<file path="src/lpmra_pkg.sv">
// Functional notes
// Controller sends only NOPs while a register read is running.
// Register read data sits on low byte, first beat; rest is filler.
// Controller spaces register read to WRITE by RL+RU(tDQSCK)+2+1+WL.
// Controller spaces register read to register write by RL+RU(tDQSCK)+2+1.
// Register read never truncates bursts; waits BL/2 after a READ.
// After WRITE, controller waits WL+1+BL/2+RU(tWTR) before register read.
// Truncated bursts use their effective length as BL in spacing.
// Temperature status refreshed from sensor at most 32 ms apart.
// After low-power exit the temperature status is no older than interval.
// Controller polls temperature fast enough to stay within 2 C margin.
// Pattern A returns 1,0,1,0; pattern B returns 0,0,1,1.
// Pattern reads drive every line of each lane like its lowest bit.
// Controller issues pattern reads only while the device is idle.
// Register write: CS low, CA3..CA0 low; address and data from both edges. Code takes data from the falling edge only.
// Writes to read-only registers are ignored.
// Register writes only with all banks idle; reads allowed with banks active.
// Controller sends only NOPs while a register write is running.
// Reset write restores defaults, leaves array undefined, needs NOP wait.
// Four impedance calibration commands: init, long, short, reset.
// Controller issues calibration only when idle with banks precharged.
// Data bus stays quiet during init, long and short calibration.
// Shared resistor: controller keeps calibrations from overlapping.
// Calibration ball tied to supply: calibration commands are ignored.
// Register read: CS low, CA2..CA0 low, CA3 high; address from both edges.
// Register read is a four-beat burst toggling every strobe.
// Eight address bits from both edges form one register index.
`default_nettype none
package lpmra_pkg;
  localparam int CA_W = 10;
  localparam int MR_ADDR_W = 8;
  localparam int MR_DATA_W = 8;
  localparam int OPCODE_W = 4;
  localparam int ADDR_RISE_LSB = 4;
  localparam int ADDR_FALL_W = 2;
  localparam int DATA_FALL_LSB = 2;
  localparam int BYTE_W = 8;
  localparam int TEMP_W = 3;
  localparam int BURST_BEATS = 4;
  localparam int BEAT_W = 2;
  localparam int CNT_W = 16;
  localparam logic [OPCODE_W-1:0] MRR_OPCODE = 4'h8;
  localparam logic [OPCODE_W-1:0] MRW_OPCODE = 4'h0;
  localparam logic [MR_ADDR_W-1:0] TEMP_STATUS_ADDR = 8'h04;
  localparam logic [MR_ADDR_W-1:0] IMPEDANCE_CAL_ADDR = 8'h0a;
  localparam logic [MR_ADDR_W-1:0] CALIB_PATTERN_A_ADDR = 8'h20;
  localparam logic [MR_ADDR_W-1:0] CALIB_PATTERN_B_ADDR = 8'h28;
  localparam logic [MR_ADDR_W-1:0] RESET_ADDR = 8'h3f;
  localparam logic [MR_ADDR_W-1:0] CFG_BASE_ADDR = 8'h01;
  localparam logic [MR_DATA_W-1:0] CFG_DEFAULT = 8'h00;
  localparam logic [BURST_BEATS-1:0] PATTERN_A_BITS = 4'h5;
  localparam logic [BURST_BEATS-1:0] PATTERN_B_BITS = 4'hc;
  localparam logic [MR_DATA_W-1:0] CAL_INIT_CODE = 8'h01;
  localparam logic [MR_DATA_W-1:0] CAL_LONG_CODE = 8'h02;
  localparam logic [MR_DATA_W-1:0] CAL_SHORT_CODE = 8'h03;
  localparam logic [MR_DATA_W-1:0] CAL_RESET_CODE = 8'h04;
  localparam int CLK_HZ = 10_000_000;
  localparam int SENSOR_UPDATE_MS = 32;
  localparam int SENSOR_UPDATE_CYCLES = SENSOR_UPDATE_MS * (CLK_HZ / 1000);
  localparam int READ_LAT_DEF = 6;
  localparam int MRW_CYCLES_DEF = 5;
  localparam int AUTO_INIT_CYCLES_DEF = 8;
  localparam int CAL_INIT_CYCLES_DEF = 64;
  localparam int CAL_LONG_CYCLES_DEF = 32;
  localparam int CAL_SHORT_CYCLES_DEF = 8;
  localparam int CAL_RESET_CYCLES_DEF = 1;
  typedef enum logic [2:0] {ST_IDLE, ST_MRR, ST_MRW, ST_CAL, ST_INIT} lpmra_state_type;
  typedef enum logic [1:0] {CAL_INIT, CAL_LONG, CAL_SHORT, CAL_RESET} lpmra_cal_type;
endpackage
`default_nettype wire

</file>
<file path="src/lpmra_sensor_timer.sv">
`timescale 1ns/100ps
`default_nettype none
module lpmra_sensor_timer #(
  parameter int CYCLES = 320000
) (
  input wire logic ref_clk,
  input wire logic rst_n,
  input wire logic clkEn,
  input wire logic restart,
  output logic tick
);
  import lpmra_pkg::*;
  localparam int TW = $clog2(CYCLES + 1);
  localparam logic [TW-1:0] LAST = TW'(CYCLES - 1);
  logic [TW-1:0] cnt_ff;
  logic tick_ff;
  // Periodic load strobe, restarted on low-power exit
  always_ff @(posedge ref_clk or negedge rst_n)
  begin
    if (!rst_n)
    begin
      cnt_ff <= '0;
      tick_ff <= 1'b0;
    end
    else if (clkEn)
    begin
      tick_ff <= restart || (cnt_ff == LAST);
      if (restart || (cnt_ff == LAST))
        cnt_ff <= '0;
      else
        cnt_ff <= cnt_ff + 1'b1;
    end
  end
  assign tick = tick_ff;
endmodule // lpmra_sensor_timer
`default_nettype wire

</file>
<file path="src/lpmra_mode_reg.sv">
`timescale 1ns/100ps
`default_nettype none
module lpmra_mode_reg #(
  parameter int DQ_W = 16,
  parameter int NUM_CFG = 3,
  parameter int READ_LAT = lpmra_pkg::READ_LAT_DEF,
  parameter int MRW_CYCLES = lpmra_pkg::MRW_CYCLES_DEF,
  parameter int AUTO_INIT_CYCLES = lpmra_pkg::AUTO_INIT_CYCLES_DEF,
  parameter int CAL_INIT_CYCLES = lpmra_pkg::CAL_INIT_CYCLES_DEF,
  parameter int CAL_LONG_CYCLES = lpmra_pkg::CAL_LONG_CYCLES_DEF,
  parameter int CAL_SHORT_CYCLES = lpmra_pkg::CAL_SHORT_CYCLES_DEF,
  parameter int CAL_RESET_CYCLES = lpmra_pkg::CAL_RESET_CYCLES_DEF,
  parameter int SENSOR_CYCLES = lpmra_pkg::SENSOR_UPDATE_CYCLES
) (
  input wire logic ref_clk,
  input wire logic rst_n,
  input wire logic clkEn,
  input wire logic csN,
  input wire logic [lpmra_pkg::CA_W-1:0] caRise,
  input wire logic [lpmra_pkg::CA_W-1:0] caFall,
  input wire logic zqTiedSupply,
  input wire logic [lpmra_pkg::TEMP_W-1:0] sensorTemp,
  input wire logic lowPowerExit,
  output logic [DQ_W-1:0] dqOut,
  output logic dqOe,
  output logic [DQ_W/8-1:0] dqsOut,
  output logic cmdBusy,
  output logic calBusy,
  output logic autoInitBusy,
  output logic arrayUndefined,
  output logic impAccuracy,
  output logic [lpmra_pkg::TEMP_W-1:0] tempStatus,
  output logic [NUM_CFG*8-1:0] cfgRegs
);
  import lpmra_pkg::*;
  localparam int LANES = DQ_W / BYTE_W;
  localparam int CFG_IDX_W = $clog2(NUM_CFG);
  localparam int OE_DELAY = READ_LAT + 1;
  localparam logic [MR_ADDR_W-1:0] NUM_CFG_A = MR_ADDR_W'(NUM_CFG);
  localparam logic [CNT_W-1:0] BURST_FIRST = CNT_W'(READ_LAT - 1);
  localparam logic [CNT_W-1:0] BURST_LAST = CNT_W'(READ_LAT + BURST_BEATS - 1);

  lpmra_state_type state_ff, nxt_state;
  lpmra_cal_type calKind_ff, calKind;
  logic [CNT_W-1:0] cnt_ff, nxt_cnt, calLen_ff, calLen;
  logic [MR_ADDR_W-1:0] mrAddr, cfgOff;
  logic [MR_DATA_W-1:0] mrData, readVal, rdVal_ff;
  logic [MR_DATA_W-1:0] cfg_ff [NUM_CFG];
  logic [CFG_IDX_W-1:0] cfgIdx;
  logic [BURST_BEATS-1:0] patBits_ff;
  logic [BEAT_W-1:0] beatIdx;
  logic [DQ_W-1:0] dqOut_ff;
  logic [TEMP_W-1:0] tempStatus_ff;
  logic [31:0] sinceLoad_ff;
  logic isMrr, isMrw, mrrGo, mrwGo, cfgHit, patA, patB, calHit, calValid, calGo;
  logic resetGo, burstOn, patSel_ff, dqOe_ff, dqs_ff, sensorTick, calDone;
  logic cmdBusy_ff, calBusy_ff, autoInitBusy_ff, arrayUndefined_ff, impAccuracy_ff;

  // Command decode on the rising-edge and falling-edge halves of the bus
  assign isMrr = !csN && (caRise[OPCODE_W-1:0] == MRR_OPCODE);
  assign isMrw = !csN && (caRise[OPCODE_W-1:0] == MRW_OPCODE);
  assign mrAddr = {caRise[CA_W-1:ADDR_RISE_LSB], caFall[ADDR_FALL_W-1:0]};
  assign mrData = caFall[CA_W-1:DATA_FALL_LSB];
  assign mrrGo = clkEn && (state_ff == ST_IDLE) && isMrr;
  assign mrwGo = clkEn && (state_ff == ST_IDLE) && isMrw;
  assign cfgOff = mrAddr - CFG_BASE_ADDR;
  assign cfgHit = (mrAddr >= CFG_BASE_ADDR) && (cfgOff < NUM_CFG_A);
  assign cfgIdx = cfgOff[CFG_IDX_W-1:0];
  assign patA = (mrAddr == CALIB_PATTERN_A_ADDR);
  assign patB = (mrAddr == CALIB_PATTERN_B_ADDR);
  assign resetGo = mrwGo && (mrAddr == RESET_ADDR);
  assign calHit = (mrAddr == IMPEDANCE_CAL_ADDR);
  assign calGo = mrwGo && calHit && calValid && !zqTiedSupply;

  // Register index to read value
  always_comb
  begin
    readVal = '0;
    if (mrAddr == TEMP_STATUS_ADDR)
      readVal = {{(MR_DATA_W-TEMP_W){1'b0}}, tempStatus_ff};
    else if (cfgHit)
      readVal = cfg_ff[cfgIdx];
  end

  // Calibration code to kind and length
  always_comb
  begin
    calValid = 1'b1;
    calKind = CAL_INIT;
    calLen = CNT_W'(CAL_INIT_CYCLES);
    case (mrData)
      CAL_INIT_CODE: calKind = CAL_INIT;
      CAL_LONG_CODE:
      begin
        calKind = CAL_LONG;
        calLen = CNT_W'(CAL_LONG_CYCLES);
      end
      CAL_SHORT_CODE:
      begin
        calKind = CAL_SHORT;
        calLen = CNT_W'(CAL_SHORT_CYCLES);
      end
      CAL_RESET_CODE:
      begin
        calKind = CAL_RESET;
        calLen = CNT_W'(CAL_RESET_CYCLES);
      end
      default: calValid = 1'b0;
    endcase
  end

  // Command sequencer
  always_comb
  begin
    nxt_state = state_ff;
    nxt_cnt = cnt_ff + 1'b1;
    calDone = 1'b0;
    case (state_ff)
      ST_IDLE:
      begin
        nxt_cnt = '0;
        if (isMrr)
          nxt_state = ST_MRR;
        else if (isMrw && (mrAddr == RESET_ADDR))
          nxt_state = ST_INIT;
        else if (isMrw && calHit && calValid && !zqTiedSupply)
          nxt_state = ST_CAL;
        else if (isMrw)
          nxt_state = ST_MRW;
      end
      ST_MRR:
        if (cnt_ff == BURST_LAST)
          nxt_state = ST_IDLE;
      ST_MRW:
        if (cnt_ff == CNT_W'(MRW_CYCLES - 1))
          nxt_state = ST_IDLE;
      ST_CAL:
        if (cnt_ff == calLen_ff - 1'b1)
        begin
          nxt_state = ST_IDLE;
          calDone = 1'b1;
        end
      ST_INIT:
        if (cnt_ff == CNT_W'(AUTO_INIT_CYCLES - 1))
          nxt_state = ST_IDLE;
      default: nxt_state = ST_IDLE;
    endcase
  end

  always_ff @(posedge ref_clk or negedge rst_n)
  begin
    if (!rst_n)
    begin
      state_ff <= ST_IDLE;
      cnt_ff <= '0;
      cmdBusy_ff <= 1'b0;
      calBusy_ff <= 1'b0;
      autoInitBusy_ff <= 1'b0;
    end
    else if (clkEn)
    begin
      state_ff <= nxt_state;
      cnt_ff <= nxt_cnt;
      cmdBusy_ff <= (nxt_state != ST_IDLE);
      calBusy_ff <= (nxt_state == ST_CAL);
      autoInitBusy_ff <= (nxt_state == ST_INIT);
    end
  end

  // Read burst on the data lanes
  assign burstOn = (state_ff == ST_MRR) && (cnt_ff >= BURST_FIRST) && (cnt_ff < BURST_LAST);
  assign beatIdx = BEAT_W'(cnt_ff - BURST_FIRST);
  always_ff @(posedge ref_clk or negedge rst_n)
  begin
    if (!rst_n)
    begin
      rdVal_ff <= '0;
      patSel_ff <= 1'b0;
      patBits_ff <= '0;
      dqOut_ff <= '0;
      dqOe_ff <= 1'b0;
      dqs_ff <= 1'b0;
    end
    else if (clkEn)
    begin
      if (mrrGo)
      begin
        rdVal_ff <= readVal;
        patSel_ff <= patA || patB;
        patBits_ff <= patA ? PATTERN_A_BITS : PATTERN_B_BITS;
      end
      dqOe_ff <= burstOn;
      dqs_ff <= burstOn ? !dqs_ff : 1'b0;
      if (!burstOn)
        dqOut_ff <= '0;
      else if (patSel_ff)
        dqOut_ff <= {DQ_W{patBits_ff[beatIdx]}};
      else if (beatIdx == '0)
        dqOut_ff <= {{(DQ_W-BYTE_W){1'b0}}, rdVal_ff};
      else
        dqOut_ff <= '0;
    end
  end

  // Writable configuration registers
  genvar gi;
  generate
    for (gi = 0; gi < NUM_CFG; gi++)
    begin : g_cfg
      always_ff @(posedge ref_clk or negedge rst_n)
      begin
        if (!rst_n)
          cfg_ff[gi] <= CFG_DEFAULT;
        else if (clkEn)
        begin
          if (resetGo)
            cfg_ff[gi] <= CFG_DEFAULT;
          else if (mrwGo && cfgHit && (cfgIdx == CFG_IDX_W'(gi)))
            cfg_ff[gi] <= mrData;
        end
      end
      assign cfgRegs[gi*BYTE_W +: BYTE_W] = cfg_ff[gi];
    end
  endgenerate

  // Impedance calibration state and array status
  always_ff @(posedge ref_clk or negedge rst_n)
  begin
    if (!rst_n)
    begin
      calKind_ff <= CAL_INIT;
      calLen_ff <= '0;
      impAccuracy_ff <= 1'b0;
      arrayUndefined_ff <= 1'b0;
    end
    else if (clkEn)
    begin
      if (resetGo)
        arrayUndefined_ff <= 1'b1;
      if (calGo)
      begin
        calKind_ff <= calKind;
        calLen_ff <= calLen;
        if (calKind == CAL_RESET)
          impAccuracy_ff <= 1'b0;
      end
      else if (calDone && (calKind_ff == CAL_INIT || calKind_ff == CAL_LONG))
        impAccuracy_ff <= 1'b1;
    end
  end

  // Temperature status refresh
  lpmra_sensor_timer #(
    .CYCLES(SENSOR_CYCLES)
  ) u_timer (
    .ref_clk(ref_clk),
    .rst_n(rst_n),
    .clkEn(clkEn),
    .restart(lowPowerExit),
    .tick(sensorTick)
  );
  always_ff @(posedge ref_clk or negedge rst_n)
  begin
    if (!rst_n)
    begin
      tempStatus_ff <= '0;
      sinceLoad_ff <= '0;
    end
    else if (clkEn)
    begin
      if (sensorTick)
        tempStatus_ff <= sensorTemp;
      sinceLoad_ff <= sensorTick ? 32'h0 : sinceLoad_ff + 32'h1;
    end
  end

  assign dqOut = dqOut_ff;
  assign dqOe = dqOe_ff;
  assign dqsOut = {LANES{dqs_ff}};
  assign cmdBusy = cmdBusy_ff;
  assign calBusy = calBusy_ff;
  assign autoInitBusy = autoInitBusy_ff;
  assign arrayUndefined = arrayUndefined_ff;
  assign impAccuracy = impAccuracy_ff;
  assign tempStatus = tempStatus_ff;

  a_first_beat_data: assert property (
    @(posedge ref_clk) disable iff (!rst_n || !clkEn)
    $rose(dqOe_ff) && !patSel_ff |-> dqOut_ff == {{(DQ_W-BYTE_W){1'b0}}, rdVal_ff}
  ) else $error("first beat does not carry register value");
  a_burst_four_beats: assert property (
    @(posedge ref_clk) disable iff (!rst_n || !clkEn)
    $rose(dqOe_ff) |-> dqOe_ff [*4] ##1 !dqOe_ff
  ) else $error("read burst is not four beats");
  a_read_latency: assert property (
    @(posedge ref_clk) disable iff (!rst_n || !clkEn)
    mrrGo |-> !dqOe_ff ##OE_DELAY $rose(dqOe_ff)
  ) else $error("read data not at read latency");
  a_strobe_toggle: assert property (
    @(posedge ref_clk) disable iff (!rst_n || !clkEn)
    dqOe_ff && $past(dqOe_ff) |-> dqs_ff != $past(dqs_ff)
  ) else $error("strobe did not toggle");
  a_pattern_lanes: assert property (
    @(posedge ref_clk) disable iff (!rst_n || !clkEn)
    dqOe_ff && patSel_ff |-> dqOut_ff == {DQ_W{dqOut_ff[0]}}
  ) else $error("pattern lanes differ");
  a_pattern_a_seq: assert property (
    @(posedge ref_clk) disable iff (!rst_n || !clkEn)
    $rose(dqOe_ff) && patSel_ff && patBits_ff == PATTERN_A_BITS
    |-> dqOut_ff[0] ##1 !dqOut_ff[0] ##1 dqOut_ff[0] ##1 !dqOut_ff[0]
  ) else $error("pattern A sequence wrong");
  a_readonly_ignored: assert property (
    @(posedge ref_clk) disable iff (!rst_n || !clkEn)
    mrwGo && !cfgHit && !resetGo |=> $stable(cfgRegs)
  ) else $error("read-only write changed a register");
  a_cfg_write: assert property (
    @(posedge ref_clk) disable iff (!rst_n || !clkEn)
    mrwGo && cfgHit |=> cfg_ff[$past(cfgIdx)] == $past(mrData)
  ) else $error("register write not stored");
  a_reset_defaults: assert property (
    @(posedge ref_clk) disable iff (!rst_n || !clkEn)
    resetGo |=> autoInitBusy_ff && arrayUndefined_ff && cfgRegs == {NUM_CFG{CFG_DEFAULT}}
  ) else $error("reset write did not restore defaults");
  a_cal_ignored: assert property (
    @(posedge ref_clk) disable iff (!rst_n || !clkEn)
    mrwGo && calHit && zqTiedSupply |=> !calBusy_ff && $stable(impAccuracy_ff)
  ) else $error("calibration ran with ball tied to supply");
  a_sensor_interval: assert property (
    @(posedge ref_clk) disable iff (!rst_n || !clkEn)
    sinceLoad_ff <= 32'(SENSOR_CYCLES)
  ) else $error("temperature status too old");
  a_exit_refresh: assert property (
    @(posedge ref_clk) disable iff (!rst_n || !clkEn)
    lowPowerExit |=> sensorTick ##1 tempStatus_ff == $past(sensorTemp)
  ) else $error("no refresh after low-power exit");
endmodule // lpmra_mode_reg
`default_nettype wire

</file>
<file path="config.mk">
export PLATFORM = sky130hd
export DESIGN_NAME = lpmra_mode_reg
export DESIGN_NICKNAME = d
export VERILOG_FILES = /design/src/lpmra_pkg.sv /design/src/lpmra_sensor_timer.sv /design/src/lpmra_mode_reg.sv
export SDC_FILE = /design/constraint.sdc
export NUM_CORES = 1
export LEC_CHECK = 0
export ABC_AREA = 1
export BUFFER_PORTS_ARGS = -buffer_cell sky130_fd_sc_hd__buf_2
export CORE_MARGIN = 4
export CORE_UTILIZATION = 53
export DETAILED_ROUTE_END_ITERATION = 8
export GPL_ROUTABILITY_DRIVEN = 0
export GPL_TIMING_DRIVEN = 1
export HOLD_SLACK_MARGIN = 0.06
export PLACE_DENSITY = 0.85
export SETUP_SLACK_MARGIN = 0.2
export SLEW_MARGIN = 20
export SYNTH_ARGS = -nofsm -noshare
export SYNTH_HDL_FRONTEND = slang
export SYNTH_HIERARCHICAL = 1
export SYNTH_SLANG_ARGS = --single-unit
</file>
<file path="constraint.sdc">
create_clock -name ref_clk -period 2 [get_ports ref_clk]
set_clock_uncertainty 0.15 [all_clocks]
set_input_delay 0.4 -clock ref_clk [delete_from_list [all_inputs] [get_ports ref_clk]]
set_output_delay 0.4 -clock ref_clk [all_outputs]
set_load 0.01 [all_outputs]
</file>
# After elaboration in Yosys (flattened, before gate mapping)
# Index checks and enable logic that the tools add are counted.
dict set report word_totals {
  ff_bits 120
  in_bits 29
  out_inout_bits 51
  word_cells 142
}
dict set report op_classes {
  add_sub_neg 5
  magnitude_cmp 6
  n_eq_ne 26
  muxes 37
  bitwise 1
  n_reduce_logical 46
}
# cell count
set ops {}
lappend ops {{8-bit 2-to-1 mux} 11}
lappend ops {{16-bit 2-to-1 mux} 3}
lappend ops {{16-bit by 3-bit equality test with 1-bit output (second input constant)} 2}
lappend ops {{8-bit by 6-bit equality test with 1-bit output (second input constant)} 3}
lappend ops {{3-bit 2-to-1 mux} 8}
lappend ops {{1-bit logical AND} 21}
lappend ops {{7-bit case mux with 3 select lines} 1}
lappend ops {{19-bit by 1-bit adder with 19-bit output (second input constant)} 1}
lappend ops {{19-bit equality test (second input constant)} 1}
lappend ops {{19-bit 2-to-1 mux} 1}
lappend ops {{16-bit by 1-bit adder with 16-bit output (second input constant)} 1}
lappend ops {{8-bit binary-select mux with 2-bit select} 1}
lappend ops {{16-bit equality test} 1}
lappend ops {{16-bit by 4-bit equality test with 1-bit output (second input constant)} 1}
lappend ops {{8-bit by 2-bit equality test with 1-bit output (second input constant)} 2}
lappend ops {{8-bit by 3-bit equality test with 1-bit output (second input constant)} 2}
lappend ops {{16-bit by 3-bit >= comparator with 1-bit output (second input constant)} 1}
lappend ops {{16-bit by 4-bit < comparator with 1-bit output (second input constant)} 1}
lappend ops {{16-bit by 1-bit subtractor with 16-bit output (second input constant)} 1}
lappend ops {{3-bit case mux with 5 select lines} 1}
lappend ops {{2-bit AND reduction} 7}
lappend ops {{3-bit by 2-bit equality test with 1-bit output (second input constant)} 3}
lappend ops {{8-bit by 1-bit equality test with 1-bit output (second input constant)} 1}
lappend ops {{8-bit by 4-bit equality test with 1-bit output (second input constant)} 1}
lappend ops {{other kinds (26)} 45}

# Longest topological paths before layout
dict set report depth {
  depth_word 10
  mapped_depth 14
  depth_no_buf 14
}

# Modules after synthesis
# Netlist, hierarchy kept.
# module instances cells_each area_each_um2
set by_module_without_submodules {}
lappend by_module_without_submodules {lpmra_mode_reg 1 583 4461.8}
lappend by_module_without_submodules {lpmra_sensor_timer 1 186 1372.6}

# Least setup slack after synthesis
# Ideal clock, no wire load.
dict set report synth_timing {
  path_kind {input to register}
  start {in caFall[0] in the netlist's numbering}
  end {reg cfg_ff, in the netlist cfgRegs[14]}
  setup_time_ns 0.122
  arrival_ns 1.749
  path_slack_ns -0.021
  stages 12
  n_path_buf 2
  path_cell_list {buf_4 clkinv_1 ha_1 nor2_1 nand3_1 nor3_2 nand2_1 nand2_1 inv_2 buf_6 nand2_1 o21ai_2}
}
dict set report synth_between {
  elab_chain_len 7
  word_cells_on_any_way 12
  cone_classes {add/sub (1); order compare (2); eq/ne (2); mux (1); reduce/logical (6)}
}
# item line_no
set synth_lines {}
lappend synth_lines {{start: declaration} lpmra_mode_reg.sv:20} ;# input wire logic [lpmra_pkg::CA_W-1:0] caFall,
lappend synth_lines {{8-bit by 1-bit subtractor with 8-bit output} lpmra_mode_reg.sv:66} ;# assign cfgOff = mrAddr - CFG_BASE_ADDR;
lappend synth_lines {{8-bit by 2-bit < comparator with 1-bit output} lpmra_mode_reg.sv:67} ;# assign cfgHit = (mrAddr >= CFG_BASE_ADDR) && (cfgOff < NUM_CFG_A);
lappend synth_lines {{1-bit logical AND} lpmra_mode_reg.sv:67}
lappend synth_lines {{1-bit logical AND (2 in series)} lpmra_mode_reg.sv:218} ;# else if (mrwGo && cfgHit && (cfgIdx == CFG_IDX_W'(gi)))
lappend synth_lines {{2-bit nonzero test (no line)} -}
lappend synth_lines {{2-bit AND reduction (no line)} -}
lappend synth_lines {{end signal: indexed assignment} lpmra_mode_reg.sv:219} ;# cfg_ff[gi] <= mrData;
lappend synth_lines {{end: declaration} lpmra_mode_reg.sv:48} ;# logic [MR_DATA_W-1:0] cfg_ff [NUM_CFG];
# Parallel ways exist; a longest one is shown, timed or not.
# A chain may end at the register's enable or synchronous reset.

# Final worst setup path
dict set report layout_timing {
  start {reg calLen_ff[0]}
  end {reg impAccuracy_ff, in the netlist impAccuracy}
}
dict set report layout_between {
  elab_chain_len 7
}
# item line_no
set layout_lines {}
lappend layout_lines {{start: declaration} lpmra_mode_reg.sv:45} ;# logic [CNT_W-1:0] cnt_ff, nxt_cnt, calLen_ff, calLen;
lappend layout_lines {{start signal: assignment} lpmra_mode_reg.sv:243} ;# calLen_ff <= calLen;
lappend layout_lines {{16-bit by 1-bit subtractor with 16-bit output} lpmra_mode_reg.sv:138} ;# if (cnt_ff == calLen_ff - 1'b1)
lappend layout_lines {{16-bit equality test} lpmra_mode_reg.sv:138}
lappend layout_lines {{1-bit 2-to-1 mux} lpmra_mode_reg.sv:138}
lappend layout_lines {{1-bit 2-to-1 mux} lpmra_mode_reg.sv:118} ;# case (state_ff)
lappend layout_lines {{1-bit logical AND} lpmra_mode_reg.sv:247} ;# else if (calDone && (calKind_ff == CAL_INIT || calKind_ff == CAL_LONG))
lappend layout_lines {{2-bit nonzero test (no line)} -}
lappend layout_lines {{3-bit AND reduction (no line)} -}
lappend layout_lines {{end signal: assignment} lpmra_mode_reg.sv:233} ;# impAccuracy_ff <= 1'b0;
lappend layout_lines {{end signal: assignment} lpmra_mode_reg.sv:245} ;# impAccuracy_ff <= 1'b0;
lappend layout_lines {{end signal: assignment} lpmra_mode_reg.sv:248} ;# impAccuracy_ff <= 1'b1;
lappend layout_lines {{end: declaration} lpmra_mode_reg.sv:57} ;# logic cmdBusy_ff, calBusy_ff, autoInitBusy_ff, arrayUndefined_ff, impAccuracy_ff;
# Every way passes these cells.

==> impl_metrics.env <==
export IMPL_status="complete, but fails checks"
export IMPL_violations="setup timing"
export IMPL_cpMaxStageDelayCell="dfrtp_1"
export IMPL_num_rows=38
export IMPL_root_buffer="clkbuf_8"
export IMPL_grt_max_degree=100
export IMPL_cts_made_buffers=9
export IMPL_syn_to_final_growth_pct=26.9
export IMPL_peakVddDrop_v=0.000621
export IMPL_cp_top_family="simple AND/OR/NAND/NOR gates"
export IMPL_h_tree_depth=3
export IMPL_path_depth=14
export IMPL_cp_required_ns=2.16
export IMPL_drv_slew=0
export IMPL_drive_above_1_share_pct=34.6
export IMPL_power_share_combinational_pct=35.7
export IMPL_yosys_top_cells_area="dfrtp_1, nand2_1, inv_1, nor2_1, nand3_1"
export IMPL_boundaryPins=80
export IMPL_synth_area_per_cell_um2=7.59
export IMPL_async_flop_share_pct=100
export IMPL_cts_sinks=99
export IMPL_r2r_start="calLen_ff[0]"
export IMPL_via_per_inst=5.62
export IMPL_drt_initial_drc_count=474
export IMPL_synth_edf_count=0
export IMPL_post_synth_top_area_cell="dfrtp_1"
export IMPL_synth_nets=809
export IMPL_ys_warn_count=6
export IMPL_min_period_ns=2.23
export IMPL_grt_pass1_vias=5164
export IMPL_grtUsageTotal_pct=23.1
export IMPL_crit_top_cell="nand2_1"
export IMPL_power_mw=5.78
export IMPL_start_util_pct=54.1
export IMPL_p_seq_share_pct=41.5
export IMPL_fin_crit_sh_pct=111
export IMPL_hold_viol_final=0
export IMPL_fin_area_mm2=0.00741
export IMPL_p_int_mw=3.61
export IMPL_antenna_found_initial=0
export IMPL_path_cells="nor3_2 -> ha_1 -> nand2_1 -> inv_2 -> nor2_2 -> nand2_1 -> nor2_1 -> nand3_1 -> nor2_2 -> buf_4 -> nand3_2 -> nand2_1 -> nand2_1 -> a21oi_2"
export IMPL_holdCritPathClass="in2reg"
export IMPL_switching_share_pct=37.4
export IMPL_nets=931
export IMPL_worstMarginPinSlew_ns=0.540
export IMPL_critPathCaptureType="flop"
export IMPL_drc=0
export IMPL_clk_latency_ns=0.38
export IMPL_r2r_cells=14
export IMPL_die_h_um=113
export IMPL_max_cap_viol_count=0
export IMPL_slowest_delay_ns=0.40
export IMPL_post_dp_cell_area_mm2=0.00650
export IMPL_p_clk_share_pct=22.8
export IMPL_r2r_end="impAccuracy"
export IMPL_ant_nets=0
export IMPL_hold_slack_ns=0.0915
export IMPL_cts_tree="built"
export IMPL_path_class="reg2reg"
export IMPL_p_per_area_mw_per_mm2=780
export IMPL_switching_power_mw=2.16
export IMPL_grt_pass1_wl_mm=24.2
export IMPL_rsz0062_at_grt="true"
export IMPL_mappedNetlistArea_mm2=0.00583
export IMPL_dp_hpwl_mm=10.3
export IMPL_io_buffers=79
export IMPL_setup_tns_ns=-1.30
export IMPL_cp_startpoint="calLen_ff[0]"
export IMPL_synth_seq_cells=99
export IMPL_slew_headroom_pct=64.0
export IMPL_core_area_mm2=0.0108
export IMPL_die_w_um=113
export IMPL_netlist_instances=769
export IMPL_crit_path_end="impAccuracy"
export IMPL_worstPathMaxFanout=2
export IMPL_overflow=0
export IMPL_antenna_cells=0
export IMPL_dpl_cell_count=990
export IMPL_dieArea_mm2=0.0128
export IMPL_firstDrtPassIters=5
export IMPL_synth_ff_type="dfrtp_1"
export IMPL_arrival_ns=2.39
export IMPL_critPathLaunchType="flop"
export IMPL_vias=5825
export IMPL_clk_pin_slew_ns=0.10
export IMPL_synth_top_area_share_pct=42.5
export IMPL_finalSetupViolations=27
export IMPL_stdcell_count=1036
export IMPL_ys_seq_area_share_pct=42.5
export IMPL_leakagePower_nw=3.73
export IMPL_drt_wl_total_mm=16.5
export IMPL_r2r_slack_ns=-0.23
export IMPL_wl_per_cell_um=15.9
export IMPL_crit_buf_inv=2
export IMPL_setup_ws_ns=-0.230
export IMPL_cts_buffer_depth=2
export IMPL_yosys_cell_types_count=44
export IMPL_fmax_ghz=0.448
[what timing repair did]
item / 4_1_cts / 5_1_grt
endpoints found under the hold margin: 99 / 0
buffers inserted: 10 / 15
gates resized for setup: 35 / 108
pin swaps: 12 / 36
cloned: 1 / 3
hold buffers: 1 / 0
endpoints found under the setup margin: 42 / 52
[per-layer routing]
metal / vias to the layer above / global-route usage (%) / wire length, um
met3: 59 / 5.72 / 1480
met2: 320 / 38.2 / 8080
li1: 2701 / - / -
met1: 2745 / 30.5 / 6310
met4: 0 / 6.09 / 593
met5: - / 0 / 0
[cells in the final DEF, fill, tap and decap left out, types with 14 or more instances in the layout]
cell and n:
a21oi_1 17, buf_2 78, buf_4 47, dfrtp_1 94
inv_1 85, nand2_1 178, nand2_4 29, nand3_1 48
nand4_1 16, nor2_1 64, nor2_2 14, o21ai_0 23
o21ai_2 30
[stage by stage]
| step | util, % | setup slack (ns) |
|---|---|---|
| 4_1_cts | 64.0 | -0.0976 |
| 5_1_grt | 68.6 | -0.319 |
| 2_1_floorplan | - | 0.0949 |
| 6_report | 68.6 | -0.230 |
| 3_3_place_gp | 60.2 | -0.0266 |
| 3_5_place_dp | 60.2 | -0.146 |
[registers in the layout, indices dropped and copies added, names as in the netlist, 3 cells and up]
signal / flops
patBits_ff: 3
calLen_ff: 4
rdVal_ff: 8
u_timer/cnt_ff: 19
cnt_ff: 16
state_ff: 3
cfgRegs: 24
dqOut: 9
tempStatus: 3
[power by group through the flow]
| stage | registers, mW | clock network [mW] | logic (mW) |
|---|---|---|---|
| 6_report | 2.40 | 1.32 | 2.06 |
| 5_1_grt | 2.41 | 1.41 | 2.23 |
| 4_1_cts | 2.36 | 1.34 | 1.68 |
| 3_5_place_dp | 2.42 | 0 | 1.41 |
| 3_3_place_gp | 2.41 | 0 | 1.37 |
| 2_1_floorplan | 2.39 | 0 | 1.03 |
[worst register-to-register path, cell delays in order (launching register included)]
cell and delay, ns:
dfrtp_1 0.40, nor3_2 0.21, ha_1 0.28, nand2_1 0.09, inv_2 0.04, nor2_2 0.09
nand2_1 0.06, nor2_1 0.12, nand3_1 0.11, nor2_2 0.16, buf_4 0.13, nand3_2 0.06
nand2_1 0.07, nand2_1 0.08, a21oi_2 0.12
[worst min path at each step]
stage	start	end	slack [ns]	cells past startpoint
finish	sensorTemp[1]	tempStatus[1]	0.09	2
global route	sensorTemp[2]	tempStatus[2]	0.07	2
CTS	sensorTemp[2]	tempStatus[2]	0.07	2
detailed placement	arrayUndefined	arrayUndefined	0.30	2
global placement	arrayUndefined	arrayUndefined	0.30	2
floorplan	rst_n	arrayUndefined	-0.05	0
[Yosys cell counts (2+ instances only)]
cell type / n
mux2_2: 3
a31oi_1: 5
buf_6: 3
xor2_1: 6
inv_2: 13
a21oi_1: 19
clkinv_1: 2
nand3_1: 52
buf_2: 6
nand2_1: 213
a21oi_2: 10
o21ai_1: 4
nor2_4: 7
xnor2_1: 2
nand2_2: 3
nand2_4: 3
dfrtp_1: 99
buf_4: 11
ha_1: 11
o21ai_2: 22
nand3_2: 2
nand3b_1: 2
o22ai_1: 8
nor3_1: 12
inv_1: 92
nor2_2: 9
nor4_1: 2
o21ai_0: 38
nand4_1: 16
o211ai_1: 2
nor2_1: 74
clkbuf_1: 6
[cell type report]
| class | count | area (um2) |
|---|---|---|
| sequential | 99 | 2480 |
| timing repair inverter | 3 | 28.8 |
| clock inverter | 7 | 76.3 |
| tap | 140 | 175 |
| multi-input combinational | 536 | 3190 |
| timing repair buffer | 135 | 863 |
| clock buffer | 9 | 124 |
| inverter | 107 | 464 |
| fill | 763 | 3390 |
[logic make-up after synthesis]
kind of cell             Yosys count  share of synthesized area [%]
adder cells (fa/ha/maj)           11                           2.36
multiplexers                       4                          0.751
XOR/XNOR                           8                           1.20
flip-flops                        99                           42.5
buffers and inverters            134                           10.1
AO/OA/AOI/OAI                    114                           12.7
AND/OR/NAND/NOR                  399                           30.4
(Power assumes the default switching activity.)
